`src/include/pwr_pkg.sv`:
```
// Package of register offsets, field positions and types for the power-mode block.
package pwr_pkg;

  // ****************************************************************
  // Register offsets (byte addresses)
  // ****************************************************************
  localparam logic [11:0] clock_ctrl_reg0_off  = 12'h000;
  localparam logic [11:0] clock_ctrl_reg1_off  = 12'h004;
  localparam logic [11:0] protect_ctrl_reg_off = 12'h008;
  localparam logic [11:0] status_reg_off       = 12'h00c;
  localparam logic [11:0] port_out_reg_off     = 12'h010;
  localparam logic [11:0] port_dir_reg_off     = 12'h014;
  localparam logic [11:0] wo_reg_off           = 12'h018;
  localparam logic [11:0] rom_reg_off          = 12'h01c;
  localparam logic [11:0] osc_ctrl_reg_off     = 12'h020;

  // ****************************************************************
  // Field positions
  // ****************************************************************
  localparam int wait_req_bit           = 0;  // clock_ctrl_reg0
  localparam int wait_periph_clock_stop = 2;  // clock_ctrl_reg0
  localparam int cpu_clk_sel_bit        = 7;  // clock_ctrl_reg0: 1 = sub clock
  localparam int stop_req_bit           = 0;  // clock_ctrl_reg1
  localparam int protect_unlock_bit2    = 2;  // protect_ctrl_reg
  localparam int main_drive_bit         = 0;  // osc_ctrl_reg: 1 = high drive
  localparam int sub_drive_bit          = 1;

  // ****************************************************************
  // Reset values and timing
  // ****************************************************************
  localparam logic [7:0]  clock_ctrl_reg0_rst = 8'h00;
  localparam logic [7:0]  osc_ctrl_reg_rst    = 8'h03;
  localparam logic [31:0] undefined_read      = 32'hdead_beef;
  localparam logic [31:0] rom_word            = 32'h5a5a_0001;  // Arbitrary value.
  localparam int          osc_settle_cycles   = 16;
  localparam logic [7:0]  wait_prefetch_cycles = 8'h04;

  // ****************************************************************
  // Types
  // ****************************************************************
  typedef enum logic [1:0] {run_st, wait_drain_st, wait_st, stop_st} power_state_t;

  typedef struct packed {
    logic [7:0] out;
    logic [7:0] dir;
  } port_state_t;

  typedef struct packed {
    logic main_stable;
    logic sub_stable;
  } osc_status_t;

endpackage : pwr_pkg

```
`src/rtl/osc_settle.sv`:
```
// Oscillator stabilisation counter for one oscillator.
module osc_settle
  import pwr_pkg::*;
(
  input  wire logic pclk,
  input  wire logic presetn,
  input  wire logic run,
  output logic      stable
);

  logic [7:0] count_reg;
  logic [7:0] count_next;

  // Counting restarts whenever the oscillator is halted.
  assign count_next = !run ? 8'h00 :
                      (count_reg == 8'(osc_settle_cycles)) ? count_reg : count_reg + 8'h01;

  always_ff @(posedge pclk or negedge presetn)
  begin
    if (!presetn)
    begin
      count_reg <= 8'h00;
      stable    <= 1'b0;
    end
    else
    begin
      count_reg <= count_next;
      stable    <= run && (count_next == 8'(osc_settle_cycles));
    end
  end

endmodule // osc_settle

```
`src/rtl/power_mode_and_write_protect.sv`:
```
// APB-controlled low-power mode, clock gating and write-protect block.

// Summary of operation
// (RULE1) Write-only register reads return undefined data
// (RULE2) Boot pin high at reset blocks ROM readout
// (RULE3) Host holds reset low until oscillator stable
// (RULE4) Timer wake needs pulse output select zero; code checks it only for wake from stop, wait wakes on wake_irq alone
// (RULE5) Prefetched instructions may run before wait entry
// (RULE6) Software adds short jump and four nops
// (RULE7) No RAM writes or DMA before wait
// (RULE8) Stop bit set enters stop mode
// (RULE9) Medium-speed resume uses sixteen-bit immediate write
// (RULE10) Switch clock source only after stabilisation
// (RULE11) Ports hold output and direction when halted
// (RULE12) Reference connected one microsecond before conversion
// (RULE13) Unused converter outputs disabled and zeroed
// (RULE14) Peripheral clock stops in wait except subclock
// (RULE15) Clear peripheral stop before slow wait entry
// (RULE16) Lower oscillator drive once stable
// (RULE17) Next write after unlock clears unlock bit
// (RULE18) Protected write immediately follows the unlock
// (RULE19) Stop halts oscillators; reset or wake resumes
module power_mode_and_write_protect
  import pwr_pkg::*;
(
  input  wire logic        pclk,
  input  wire logic        presetn,
  input  wire logic        psel,
  input  wire logic        penable,
  input  wire logic        pwrite,
  input  wire logic [11:0] paddr,
  input  wire logic [31:0] pwdata,
  output logic [31:0]      prdata,
  output logic             pready,
  output logic             pslverr,
  input  wire logic        boot_mode_pin,
  input  wire logic        wake_irq,
  input  wire logic        wake_pulse_output_select,
  output logic             cpu_clk_en,
  output logic             periph_clk_en,
  output logic             subclock_divided_clk_en,
  output logic             main_osc_run,
  output logic             sub_osc_run,
  output logic             main_osc_drive_high,
  output logic             sub_osc_drive_high,
  output logic [7:0]       port_out,
  output logic [7:0]       port_dir
);

  // ****************************************************************
  // Pin synchronisers
  // ****************************************************************
  logic [1:0] boot_sync_reg;
  logic [1:0] wake_sync_reg;
  logic [1:0] sel_sync_reg;
  logic [1:0] boot_age_reg;
  logic       rom_lock_reg;

  always_ff @(posedge pclk or negedge presetn)
  begin
    if (!presetn)
    begin
      boot_sync_reg <= 2'b00;
      wake_sync_reg <= 2'b00;
      sel_sync_reg  <= 2'b00;
    end
    else
    begin
      boot_sync_reg <= {boot_sync_reg[0], boot_mode_pin};
      wake_sync_reg <= {wake_sync_reg[0], wake_irq};
      sel_sync_reg  <= {sel_sync_reg[0], wake_pulse_output_select};
    end
  end

  // The strap is caught once, after it has crossed both synchroniser stages.
  // Until then the ROM stays locked, so an early read can never leak it.
  always_ff @(posedge pclk or negedge presetn)
  begin
    if (!presetn)
    begin
      boot_age_reg <= 2'b00;
      rom_lock_reg <= 1'b1;
    end
    else if (boot_age_reg != 2'b11)
    begin
      boot_age_reg <= boot_age_reg + 2'b01;
      if (boot_age_reg == 2'b10)
        rom_lock_reg <= boot_sync_reg[1];  // [RULE2]
    end
  end

  // ****************************************************************
  // Bus decode
  // ****************************************************************
  wire access    = psel && penable;
  wire wr_strobe = access && pwrite;
  wire hit_cm0   = paddr == clock_ctrl_reg0_off;
  wire hit_cm1   = paddr == clock_ctrl_reg1_off;
  wire hit_prot  = paddr == protect_ctrl_reg_off;
  wire hit_stat  = paddr == status_reg_off;
  wire hit_pout  = paddr == port_out_reg_off;
  wire hit_pdir  = paddr == port_dir_reg_off;
  wire hit_wo    = paddr == wo_reg_off;
  wire hit_rom   = paddr == rom_reg_off;
  wire hit_osc   = paddr == osc_ctrl_reg_off;
  wire mapped    = hit_cm0 || hit_cm1 || hit_prot || hit_stat || hit_pout ||
                   hit_pdir || hit_wo || hit_rom || hit_osc;

  // ****************************************************************
  // Registers
  // ****************************************************************
  logic [7:0]   cm0_reg;
  logic         unlock_reg;
  logic [7:0]   wo_reg;
  logic [7:0]   osc_reg;
  port_state_t  port_reg;
  power_state_t state_reg;
  power_state_t state_next;
  logic [7:0]   drain_reg;
  osc_status_t  osc_stat;

  wire halted      = state_reg == wait_st || state_reg == stop_st;
  // Writing a protected register consumes the unlock.
  wire prot_ok     = unlock_reg;
  wire stop_write  = wr_strobe && hit_cm1 && prot_ok && pwdata[stop_req_bit];
  wire wait_write  = wr_strobe && hit_cm0 && pwdata[wait_req_bit];
  wire wake_ok     = wake_sync_reg[1] && !sel_sync_reg[1];  // [RULE4]
  wire want_sub    = cm0_reg[cpu_clk_sel_bit];
  wire sel_ready   = want_sub ? osc_stat.sub_stable : osc_stat.main_stable;

  always_ff @(posedge pclk or negedge presetn)
  begin
    if (!presetn)
    begin
      cm0_reg    <= clock_ctrl_reg0_rst;
      unlock_reg <= 1'b0;
      wo_reg     <= 8'h00;
      osc_reg    <= osc_ctrl_reg_rst;
      port_reg   <= '0;
    end
    else if (wr_strobe)
    begin
      if (hit_cm0)
        cm0_reg <= pwdata[7:0] & ~(8'h01 << wait_req_bit);
      if (hit_wo)
        wo_reg <= pwdata[7:0];
      if (hit_osc)
        osc_reg <= pwdata[7:0];  // [RULE16]
      if (hit_pout && !halted)
        port_reg.out <= pwdata[7:0];  // [RULE11]
      if (hit_pdir && !halted)
        port_reg.dir <= pwdata[7:0];  // [RULE11]
      // Any write other than to the unlock register itself relocks.
      unlock_reg <= hit_prot ? pwdata[protect_unlock_bit2] : 1'b0;  // [RULE17]
    end
  end

  // ****************************************************************
  // Power state machine
  // ****************************************************************
  always_comb
  begin
    state_next = state_reg;
    unique case (state_reg)
      run_st:        if (stop_write) state_next = stop_st;  // [RULE8]
                     else if (wait_write) state_next = wait_drain_st;
      // Queued instructions still run for a few cycles before the halt.
      wait_drain_st: if (drain_reg == wait_prefetch_cycles) state_next = wait_st;  // [RULE5]
      wait_st:       if (wake_sync_reg[1]) state_next = run_st;
      stop_st:       if (wake_ok) state_next = run_st;  // [RULE19]
    endcase
  end

  always_ff @(posedge pclk or negedge presetn)
  begin
    if (!presetn)
    begin
      state_reg <= run_st;
      drain_reg <= 8'h00;
    end
    else
    begin
      state_reg <= state_next;
      drain_reg <= (state_reg == wait_drain_st) ? drain_reg + 8'h01 : 8'h00;
    end
  end

  osc_settle main_settle (.pclk(pclk), .presetn(presetn), .run(state_reg != stop_st),
                          .stable(osc_stat.main_stable));
  osc_settle sub_settle  (.pclk(pclk), .presetn(presetn), .run(state_reg != stop_st),
                          .stable(osc_stat.sub_stable));

  // ****************************************************************
  // Outputs and read data
  // ****************************************************************
  wire [31:0] stat_word = {27'h0, rom_lock_reg, osc_stat.main_stable, osc_stat.sub_stable,
                           state_reg};
  wire [31:0] rd_mux =
    hit_cm0  ? {24'h0, cm0_reg} :
    hit_prot ? {29'h0, unlock_reg, 2'b00} :
    hit_stat ? stat_word :
    hit_pout ? {24'h0, port_reg.out} :
    hit_pdir ? {24'h0, port_reg.dir} :
    hit_osc  ? {24'h0, osc_reg} :
    hit_rom  ? (rom_lock_reg ? 32'h0 : rom_word) :  // [RULE2]
    undefined_read;  // [RULE1]

  always_ff @(posedge pclk or negedge presetn)
  begin
    if (!presetn)
    begin
      prdata                  <= 32'h0;
      pready                  <= 1'b0;
      pslverr                 <= 1'b0;
      cpu_clk_en              <= 1'b1;
      periph_clk_en           <= 1'b1;
      subclock_divided_clk_en <= 1'b1;
      main_osc_run            <= 1'b1;
      sub_osc_run             <= 1'b1;
      main_osc_drive_high     <= 1'b1;
      sub_osc_drive_high      <= 1'b1;
      port_out                <= 8'h00;
      port_dir                <= 8'h00;
    end
    else
    begin
      pready  <= psel && !penable;
      pslverr <= psel && !penable && !mapped;
      prdata  <= (psel && !penable && !pwrite) ? rd_mux : 32'h0;
      cpu_clk_en    <= !halted && sel_ready;  // [RULE10]
      periph_clk_en <= state_reg == stop_st ? 1'b0 :
                       !(state_reg == wait_st && cm0_reg[wait_periph_clock_stop]);  // [RULE14]
      subclock_divided_clk_en <= state_reg != stop_st;  // [RULE14]
      main_osc_run  <= state_reg != stop_st;  // [RULE19]
      sub_osc_run   <= state_reg != stop_st;
      main_osc_drive_high <= osc_reg[main_drive_bit];
      sub_osc_drive_high  <= osc_reg[sub_drive_bit];
      port_out <= port_reg.out;
      port_dir <= port_reg.dir;
    end
  end
endmodule // power_mode_and_write_protect

```
`config.mk`:
```
export PLATFORM = sky130hd
export DESIGN_NAME = power_mode_and_write_protect
export DESIGN_NICKNAME = d
export VERILOG_FILES = /design/src/include/pwr_pkg.sv /design/src/rtl/osc_settle.sv /design/src/rtl/power_mode_and_write_protect.sv
export SDC_FILE = /design/constraint.sdc
export NUM_CORES = 1
export LEC_CHECK = 0
export ABC_AREA = 1
export BUFFER_PORTS_ARGS = -buffer_cell sky130_fd_sc_hd__clkbuf_2
export CORE_MARGIN = 2
export CORE_UTILIZATION = 54
export CTS_CLUSTER_SIZE = 30
export DETAILED_ROUTE_END_ITERATION = 8
export HOLD_SLACK_MARGIN = 0.02
export PLACE_DENSITY = 0.89
export SLEW_MARGIN = 0
export SYNTH_ARGS = -nofsm -noshare
export SYNTH_HDL_FRONTEND = slang
export SYNTH_SLANG_ARGS = --single-unit
```
`constraint.sdc`:
```
create_clock -name pclk -period 1.7 [get_ports pclk]
set_input_delay 0.085 -clock pclk [delete_from_list [all_inputs] [get_ports pclk]]
set_output_delay 0.085 -clock pclk [all_outputs]
set_load 0.1 [all_outputs]
```
Word level (Yosys, flattened, before mapping). Index checks and enable logic that the tools add are counted. Widths: inputs -> output; s select.

Equality and inequality tests: 23. Reduce and logical (&&, ||, !) cells: 40. Multiplexer cells: 23. Add/subtract/negate cells: 4.

Operator list (count): $mux 32 (8); $eq 12x5->1 const B (4); $mux 8 (5); $eq 8x5->1 const B (4); $mux 31 (1); $add 8x1->8 const B (3); $eq 12x4->1 const B (2); $logic_and 1x1->1 (17); $eq 12x3->1 const B (1); $eq 12x6->1 const B (1); $logic_not 12->1 (1); $mux 2 (5); $ne 2x2->1 const B (5); $reduce_and 2->1 (5); $logic_or 1x1->1 (9); $eq 8x3->1 const B (1); $pmux 2 s4 (1); $eq 2x2->1 const B (3); $logic_not 1->1 (6); $reduce_and 4->1 (1); $mux 1 (3); $ne 3x3->1 const B (1); $add 2x1->2 const B (1); $eq 2x1->1 const B (1); $logic_not 2->1 (1).

Flip-flop bits (word level): 124. Output and inout bits: 57. Word-level logic and storage cells: 116.

Depth between registers and ports, before layout. Gate-level depths: netlist of run 1.

Depth after elaboration: 11. Gate-level depth with buffers: 12. Depth with buffers taken out: 12.

By module. From an unflattened synthesis of run 1, not the netlist that was laid out.

Cells, all modules: 574. Area total of the unflattened synthesis: 4934.7 um2.

Modules (own cells, without submodules): power_mode_and_write_protect (cells an instance 410, area each 3771.1 um2, instances 1); osc_settle (cells an instance 82, area each 581.8 um2, instances 2).

Least setup slack after synthesis of run 1. Ideal clock, no wire load.

Path kind: flip-flop to output port. From: reg, netlist name prdata[26]. To: out prdata[10]. Arrival time: 1.490 ns. Path slack: 0.125 ns. Stages on the path, launching flop included: 2. Required time: 1.615 ns. Cells stage by stage: dfrtp_1 -> buf_4.

RTL lines: to (decl) (line power_mode_and_write_protect.sv:33) `output logic [31:0] prdata,`.

Worst setup path in the final report of run 1.
From: reg main_settle.count_reg[0]. To: reg main_settle.stable.

Cells in the longest elaborated chain, start to end: 5. Elaborated cells on any way between the ends: 6.

RTL lines: from (decl) (line osc_settle.sv:11) `logic [7:0] count_reg;`; from (signal assigned) (line osc_settle.sv:27) `count_reg <= count_next;`; $add 8x1->8 or $eq 8x5->1 (tied branches) (line osc_settle.sv:16) `(count_reg == 8'(osc_settle_cycles)) ? count_reg : count_reg + 8'h01;`; $mux 8 (*) (line osc_settle.sv:16); $mux 8 (*) (line osc_settle.sv:15) `assign count_next = !run ? 8'h00 :`; $eq 8x5->1 (*) (line osc_settle.sv:28) `stable <= run && (count_next == 8'(osc_settle_cycles));`; $logic_and 1x1->1 (*) (line osc_settle.sv:28); to (signal assigned) (line osc_settle.sv:28); to (decl) (line osc_settle.sv:8) `output logic stable`.

Every way passes the cells marked *; elsewhere a longest branch is shown, timed or not. A chain may end at the register's enable or synchronous reset.

==> metrics.csv, run 1 <==
metric;value;unit
mux cell area share after synthesis;0;%
PortBufs;80;
commonest non-fill, non-tap cell in the layout;nand2_1;
fin nets;672;
sequential fraction of the synthesis area;54.26;%
Routed WL;11090;um
Rows;34;
Min-Delay Path Depth;3;
total core area;0.008636;mm2
DRT Pass-1 Iters;5;
internal power;3.963;mW
Clk pwr share;23.6;%
Post-Route Setup TNS;0;ns
GRT Util Overall;23.68;%
Buf/Inv on CP;0;
predominant post-synthesis flop cell;dfrtp_1;
area delta synth->final;16.27;%
maximum buffer depth of the clock tree;2;
period utilization;96.59;%
Layout Skew;0.01122;ns
DRC;0;
Tightest Pin Transition;0.5457;ns
syn avg cell area;8.997;um2
Hold Crit Start;pwdata[6];
Post-Synth Simple-Gate Area;23.14;%
main combinational cell family by area after synthesis;simple AND/OR/NAND/NOR gates;
post-layout util;64.20;%
reg2reg start;main_settle.count_reg[0];
Fin. Hold Viols;0;
slowest stage delay, CP;0.43;ns
Distinct cells, synth;40;
run status;completed;
synthesized flop and latch total;103;
via count;3911;
Synth Area in Adders;2.099;%
count of pins over their slew limit;0;
IR drop worst, VDD;1.374;mV
GPL Wtd Cong;0.9519;
crit end category;flip-flop;
Avg WL per Cell;15.29;um
final setup vio count;0;
largest area contributor in the netlist;dfrtp_1;
Num Clock Sinks;103;
global-route wire length before repair;17910;um
leakage power;2.870;nW
number of flip-flops in the largest register;16;
DRT iter0 DRCs;324;
Ports;109;
Post-synth EDFFs;0;
initial antenna violation count;0;
CP Cell Sequence;ha_2 > nand2_1 > nor2_4 > nand3_1 > nand3_1 > nand3_1 > nor2_1 > nand2_1 > nor2_1;
Yosys warnings;0;
f_max;0.6090;GHz
Switch Pwr;2.519;mW
ANT cells;0;
Synth Cell Area;0.004768;mm2
worst r2r path cells;9;
Reg clk slew, reported paths;0.09;ns
Top delay family on crit path;simple AND/OR/NAND/NOR gates;
compound-cell area share of the yosys netlist;8.712;%
latest clock arrival within the worst-skew pair;0.38;ns
Antenna Nets Post-Route;0;
DP HPWL;7902;um
crit path kind;reg -> reg;
Remaining Overflow, GRT;0;
most used cell, CP;nand3_1;
HP Class;in -> reg;
vias in the first global route;3758;
max cap viols;0;
drt via density;5.394;
Pwr per Cell Area;1169;mW/mm2
RR Endpoint;main_settle.stable;
R2R Setup Slk;0.06;ns
final worst slack;0.05801;ns
XOR/XNOR Fraction of Synth Area;1.102;%
Hold EP;osc_reg[6];
most frequent cells in the layout;nand2_1, dfrtp_1, clkbuf_2, inv_1, nor2_1;
top cells by area, synth;dfrtp_1, nand2_1, inv_1;
largest net degree at the start of global routing;37;
pre-CTS setup slack;0.03187;ns
maximum fanout along the worst path;4;
Max-slew headroom;63.78;%
H-tree levels;3;
die area;0.009598;mm2
layout cells sized above 1;26.09;%
Gate Count Post-Synth;530;
Critical-path top delay cell;dfrtp_1;
CP startpoint kind;flip-flop;
Starting Density;55.22;%
Seq pwr share;44.8;%
post-synth top area share;49.86;%
switching share of power;38.86;%
Die H;97.97;um
Comb pwr share;31.7;%
CTS buffer count;9;
CTS tree;yes;
Tmin final;1.642;ns
worst path required time;2.01;ns
Root Driver;clkbuf_8;
die width;97.97;um
Worst EP arrival;1.95;ns
Synth async-reset ratio;100.0;%
## repair_timing
action | CTS | global route
pin swaps | 0 | 9
hold buffers | 9 | 0
cloned | 0 | 0
setup buffers | 0 | 2
resized for setup | 1 | 24
setup endpoints to repair | 1 | 2
endpoints found under the hold margin | 40 | 0
## cells by family (layout without fill, tap and decap cells)
group	count (synthesis)	in the layout
other	1	4
adders and majority gates	8	8
xor gates and xnor gates	6	6
buffers and inverters	105	189
and+or+nand+nor	233	233
AOI/OAI and AO/OA	74	74
DFF	103	103
## worst register-to-register path, cell delays in order (launching register included)
cell     delay (ns)
dfrtp_1        0.43
ha_2           0.23
nand2_1        0.11
nor2_4         0.17
nand3_1        0.11
nand3_1        0.15
nand3_1        0.10
nor2_1         0.11
nand2_1        0.07
nor2_1         0.10
## synthesized netlist by cell type (3+ instances only)
cell	instances
nor3_1	11
inv_2	4
o21ai_2	8
nor2_1	51
ha_1	8
nand2_1	101
inv_1	72
nor2_4	4
nor3b_1	3
buf_6	3
xor2_1	4
nor2_2	3
dfrtp_1	95
nand3_1	35
o21ai_1	18
a21oi_1	15
buf_4	23
nand2_2	4
o21ai_0	27
dfstp_2	8
nand4_1	8
## how the worst max path moves through the flow
stage	startpoint	to	cells after the start
after global routing	main_settle.count_reg[1]	main_settle.stable	8
after floorplan	prdata[26]	prdata[10]	1
after CTS	main_settle.count_reg[0]	main_settle.stable	12
final	main_settle.count_reg[0]	main_settle.stable	9
after global placement	main_settle.count_reg[0]	main_settle.stable	12
after detailed placement	main_settle.count_reg[0]	main_settle.stable	12
## power groups by stage
stage	Combinational, mW	Clock [mW]	Sequential, mW
finish	2.05	1.53	2.90
global route	2.25	1.67	2.93
CTS	1.80	1.55	2.88
detailed placement	1.76	0	2.92
global placement	1.64	0	2.90
floorplan	1.17	0	3.11
## area by class of cell
| cell class | instances | area (um2) |
|---|---|---|
| Inverter | 76 | 285.3 |
| Fill cell | 640 | 3092 |
| Multi-Input combinational cell | 325 | 1767 |
| Tap cell | 108 | 135.1 |
| Timing Repair Buffer | 97 | 578.1 |
| Sequential cell | 103 | 2587 |
| Clock inverter | 3 | 42.54 |
| Clock buffer | 13 | 148.9 |
## per-stage QoR
stage	hold WS [ns]	instance area, um2	power [mW]	cells
floorplan	-0.2106	4780	4.280	533
global placement	0.07786	5167	4.536	698
detailed placement	0.08466	5167	4.682	698
CTS	0.02667	5451	6.224	723
global route	0.02639	5544	6.843	725
finish	0.03232	5544	6.481	725
## layer usage
metal,track usage [%],vias to the layer above,share of wire [%]
li1,-,1824,-
met1,30.26,1874,40
met2,38.94,185,51
met3,5.941,28,7.2
met4,9.509,0,2.4
met5,0,-,0
No activity file was read; power rests on OpenSTA's default activity.
==> run 2, diff against run 1 <==
- CORE_UTILIZATION: 54 -> 49
- PLACE_DENSITY: 0.89 -> 0.85
- clock period: 1.7 -> 1.5 ns (I/O delays scaled with it)
==> run 2 against run 1 <==
The run now ends with setup timing left. Sequential share of layout area is 1.4 points lower. Design area is 3.3% higher. Clock power is 8% higher. Worst setup slack worse by 0.15 ns. Via count is 0.33% higher. Critical endpoint unchanged. Largest cell class unchanged.
==> metrics.csv, run 2 (same netlist as run 1, synthesis figures left out) <==
metric;value;unit
latest clock arrival within the worst-skew pair;0.36;ns
total core area;0.009594;mm2
CTS tree;yes;
maximum fanout along the worst path;3;
vias in the first global route;3605;
Avg WL per Cell;14.20;um
initial antenna violation count;0;
Routed WL;10820;um
fin nets;684;
Max-slew headroom;63.13;%
Ports;109;
most frequent cells in the layout;nand2_1, dfrtp_1, clkbuf_2, inv_1, nor2_1;
slowest stage delay, CP;0.42;ns
via count;3924;
HP Class;in -> reg;
Starting Density;49.70;%
final instance area;0.005729;mm2
die area;0.01054;mm2
maximum buffer depth of the clock tree;2;
Remaining Overflow, GRT;0;
Antenna Nets Post-Route;0;
pre-CTS setup slack;-0.1594;ns
Critical-path top delay cell;dfrtp_1;
final worst slack;-0.09449;ns
number of flip-flops in the largest register;16;
Die H;102.6;um
drt via density;5.150;
H-tree levels;3;
die width;102.6;um
IR drop worst, VDD;1.775;mV
Fin. Hold Viols;0;
largest net degree at the start of global routing;39;
failing checks;setup timing;
Num Clock Sinks;103;
worst path required time;1.79;ns
area of the multi-input gates;0.001827;mm2
Worst EP arrival;1.89;ns
DRT iter0 DRCs;266;
Reg clk slew, reported paths;0.09;ns
Rows;36;
CP startpoint kind;flip-flop;
global-route wire length before repair;16910;um
GPL Wtd Cong;0.9632;
period utilization;106.3;%
register area;0.002591;mm2
CTS buffer count;9;
DRT Pass-1 Iters;6;
commonest non-fill, non-tap cell in the layout;nand2_1;
layout cells sized above 1;30.37;%
f_max;0.6272;GHz
Post-Place Cell Area;0.005260;mm2
crit end category;flip-flop;
crit path kind;reg -> reg;
fillers;760;
DRC;0;
most used cell, CP;nor2_4;
area delta synth->final;20.15;%
Layout Skew;0.01142;ns
Buf/Inv on CP;2;
RSZ-0062 raised after global routing;true;
run status;complete, but fails checks;
CP Cell Sequence;inv_2 > ha_4 > inv_2 > nor2_4 > nand2_2 > nor2_4 > nor2_4 > nand2_2 > nand3_2 > nor2_2 > nand2_1 > nor2_1;
Tightest Pin Transition;0.5555;ns
GRT Util Overall;21.03;%
PortBufs;80;
DP HPWL;7910;um
final setup vio count;1;
count of pins over their slew limit;0;
max cap viols;0;
Top delay family on crit path;simple AND/OR/NAND/NOR gates;
Pwr per Cell Area;1318;mW/mm2
leakage power;2.944;nW
Tmin final;1.594;ns
Root Driver;clkbuf_8;
ANT cells;0;
==> run 2: cell types whose count changed in the layout (fill, tap and decap cells not counted), sizes merged <==
cell and change:
inv +1, clkinvlp -1, dlygate4sd3 -2, clkbuf -1, buf +14, clkinv +2
bufinv -1
==> run 2: metal layers <==
metal | routed length (um) | track usage, % | vias up
met2 | 5502 | 36.10 | 150
li1 | - | - | 1857
met1 | 4564 | 27.31 | 1902
met4 | 152 | 6.462 | 0
met3 | 605 | 3.797 | 15
met5 | 0 | 0 | -
==> run 2: worst register-to-register path, delay by kind of cell, from the launching register on <==
family	cells	cell delay [ns]
flops	1	0.42
fa+ha+maj	1	0.12
simple gates	9	0.87
buf+inv	2	0.13
==> run 2: cell type report <==
class,count,area share (%)
Tap cell,133,2.905
Inverter,76,4.979
Timing Repair Buffer,109,11.64
Multi-Input combinational cell,325,31.88
Sequential cell,103,45.23
Clock inverter,4,0.4805
Clock buffer,12,2.883
==> run 2: final timing paths <==
check / startpoint / to / slack, ns / depth (start not counted)
min reg2reg: wake_sync_reg[0] / wake_sync_reg[1] / 0.36 / 0
max in group asynchronous: presetn / cpu_clk_en / 0.67 / 3
min: pwdata[5] / osc_reg[5] / 0.05 / 3
max reg2reg: main_settle.count_reg[0] / main_settle.stable / -0.09 / 12
max: main_settle.count_reg[0] / main_settle.stable / -0.09 / 12
min in group asynchronous: presetn / port_dir[0] / 0.21 / 2
==> run 2: power by group <==
part           internal [mW]  switching (mW)  total (mW)
Clock                  0.744           0.911        1.65
Combinational          0.854            1.82        2.67
Sequential              3.02           0.196        3.22
==> run 2: metrics by stage <==
stage	hold WS, ns	utilization [%]	power, mW	cells	setup TNS, ns
4_1_cts	0.02075	58.03	7.142	757	-0.04841
6_report	0.04521	59.72	7.550	762	-0.09449
5_1_grt	0.03610	59.72	7.931	762	-0.2383
2_1_floorplan	-0.2206	-	4.850	533	0
3_5_place_dp	0.07127	54.83	5.384	731	-0.2242
3_3_place_gp	0.06081	54.83	5.235	731	0
==> run 2: what timing repair did <==
item	in CTS	in global routing
endpoints found under the setup margin	2	8
resized for setup	7	36
endpoints found under the hold margin	41	0
gates cloned	0	0
hold buffers	7	0
setup buffers	3	5
pin swaps	1	17
==> run 3, diff against run 2 <==
- CORE_UTILIZATION: 49 -> 28
- PLACE_DENSITY: 0.85 -> not set
- PLACE_DENSITY_LB_ADDON: not set -> 0.12
==> run 3 against run 2 <==
The flow still finishes with violations (setup timing). Clock skew decreased by 0.0031 ns. Utilization decreased by 24 points. Register-to-register slack improved by 0.04 ns. Worst setup slack improved by 0.036 ns. Critical endpoint unchanged. Largest cell class unchanged. First-iteration DRC count decreased by 20%.
==> metrics.csv, run 3 (same netlist as run 1, synthesis figures left out) <==
metric;value;unit
fin nets;685;
Root Driver;clkbuf_16;
max cap viols;0;
reg2reg start;main_settle.count_reg[1];
layout cells sized above 1;30.16;%
global-route wire length before repair;18930;um
Worst EP arrival;1.84;ns
RSZ-0062 raised after global routing;true;
crit end category;flip-flop;
Worst Hold Margin;0.05338;ns
Ports;109;
CTS buffer count;9;
RR Endpoint;main_settle.stable;
worst path required time;1.78;ns
highest metal used;met4;
ANT cells;0;
worst r2r path cells;12;
DRT iter0 DRCs;214;
IR drop worst, VDD;1.455;mV
PortBufs;80;
DP HPWL;8767;um
Fin. Hold Viols;0;
DRC;0;
die area;0.01809;mm2
Antenna Nets Post-Route;0;
Avg WL per Cell;13.67;um
Post-Route M1 WL;5743;um
Reg clk slew, reported paths;0.06;ns
run status;complete, but fails checks;
period utilization;103.9;%
CP startpoint kind;flip-flop;
largest net degree at the start of global routing;33;
Die H;134.5;um
R2R Setup Slk;-0.06;ns
initial antenna violation count;0;
GPL Wtd Cong;0.8136;
Tightest Pin Transition;0.5477;ns
Layout Skew;0.008303;ns
area delta synth->final;24.56;%
via count;3672;
crit path kind;reg -> reg;
Remaining Overflow, GRT;0;
final setup vio count;1;
GRT Util Overall;13.63;%
DRT Pass-1 Iters;4;
Pwr per Cell Area;1388;mW/mm2
Num Clock Sinks;103;
HP Class;in -> reg;
maximum buffer depth of the clock tree;2;
number of flip-flops in the largest register;16;
vias in the first global route;3610;
f_max;0.6415;GHz
CTS tree;yes;
crit path from;main_settle.count_reg[1];
Rows;47;
failing checks;setup timing;
met3 wire len;505;um
H-tree levels;3;
die width;134.5;um
count of pins over their slew limit;0;
total core area;0.01664;mm2
Max-slew headroom;63.64;%
maximum fanout along the worst path;4;
Hold Crit Start;pwdata[6];
Starting Density;28.65;%
leakage power;3.003;nW
post-layout util;35.69;%
drt via density;4.320;
Hold EP;osc_reg[6];
commonest non-fill, non-tap cell in the layout;nand2_1;
most frequent cells in the layout;nand2_1, dfrtp_1, clkbuf_2, inv_1, nor2_1;
Min-Delay Path Depth;3;
final worst slack;-0.05895;ns
wire length on met2;5195;um
Routed WL;11620;um
Tmin final;1.559;ns
latest clock arrival within the worst-skew pair;0.35;ns
[run 3: layout make-up]
| cell class | instances | area [um2] |
|---|---|---|
| fillers | 1738 | 10700 |
| flip-flops and latches | 103 | 2590 |
| multi-input cells | 325 | 1794 |
| repair buffers | 110 | 663.1 |
| inverters | 76 | 285.3 |
| well taps | 220 | 275.3 |
| clock buffers | 11 | 252.7 |
| clock inverters | 5 | 78.83 |
[run 3: timing repair]
action                                  in CTS  in global routing
hold buffers                                 4                  0
gates resized for setup                      4                 30
setup buffers                                1                  1
hold endpoints to repair                   100                  0
endpoints found under the setup margin       2                  6
pin swaps                                    3                 15
[run 3: worst max-delay path by stage]
stage | endpoint | depth (start not counted)
final | main_settle.stable | 12
after CTS | main_settle.stable | 12
after floorplan | prdata[25] | 1
after detailed placement | main_settle.stable | 12
after global placement | main_settle.stable | 12
after global routing | main_settle.stable | 9
[run 3: metal layers]
layer	GRT usage, %	up-vias
li1	-	1853
met1	19.15	1721
met2	20.95	87
met3	2.890	11
met4	4.561	0
met5	0	-
[run 3: critical path, cell delays in order, from the launching register on]
cell	delay [ns]
dfrtp_1	0.41
inv_1	0.11
ha_4	0.14
inv_2	0.04
nor2_4	0.08
nand2_2	0.07
nor2_4	0.16
nand2_2	0.08
nand3_2	0.06
nand2_1	0.06
nor2_2	0.12
nand2_1	0.06
nor2_1	0.11
[run 3: where the power goes]
part / switching (mW) / internal, mW / total (mW)
Clock: 1.03 / 1.55 / 2.58
Combinational: 1.69 / 0.767 / 2.45
Sequential: 0.182 / 3.02 / 3.21
[run 3: metrics by stage]
step	power, mW	cells	setup WS (ns)	TNS (ns)	area [um2]
2_1_floorplan	4.850	533	0.05123	0	4781
3_3_place_gp	5.398	828	-0.06555	-0.07597	5444
3_5_place_dp	5.423	828	-0.1323	-0.1401	5444
4_1_cts	8.125	849	-0.06636	-0.06636	5833
5_1_grt	8.746	850	-0.2291	-0.2672	5939
6_report	8.243	850	-0.05895	-0.05895	5939
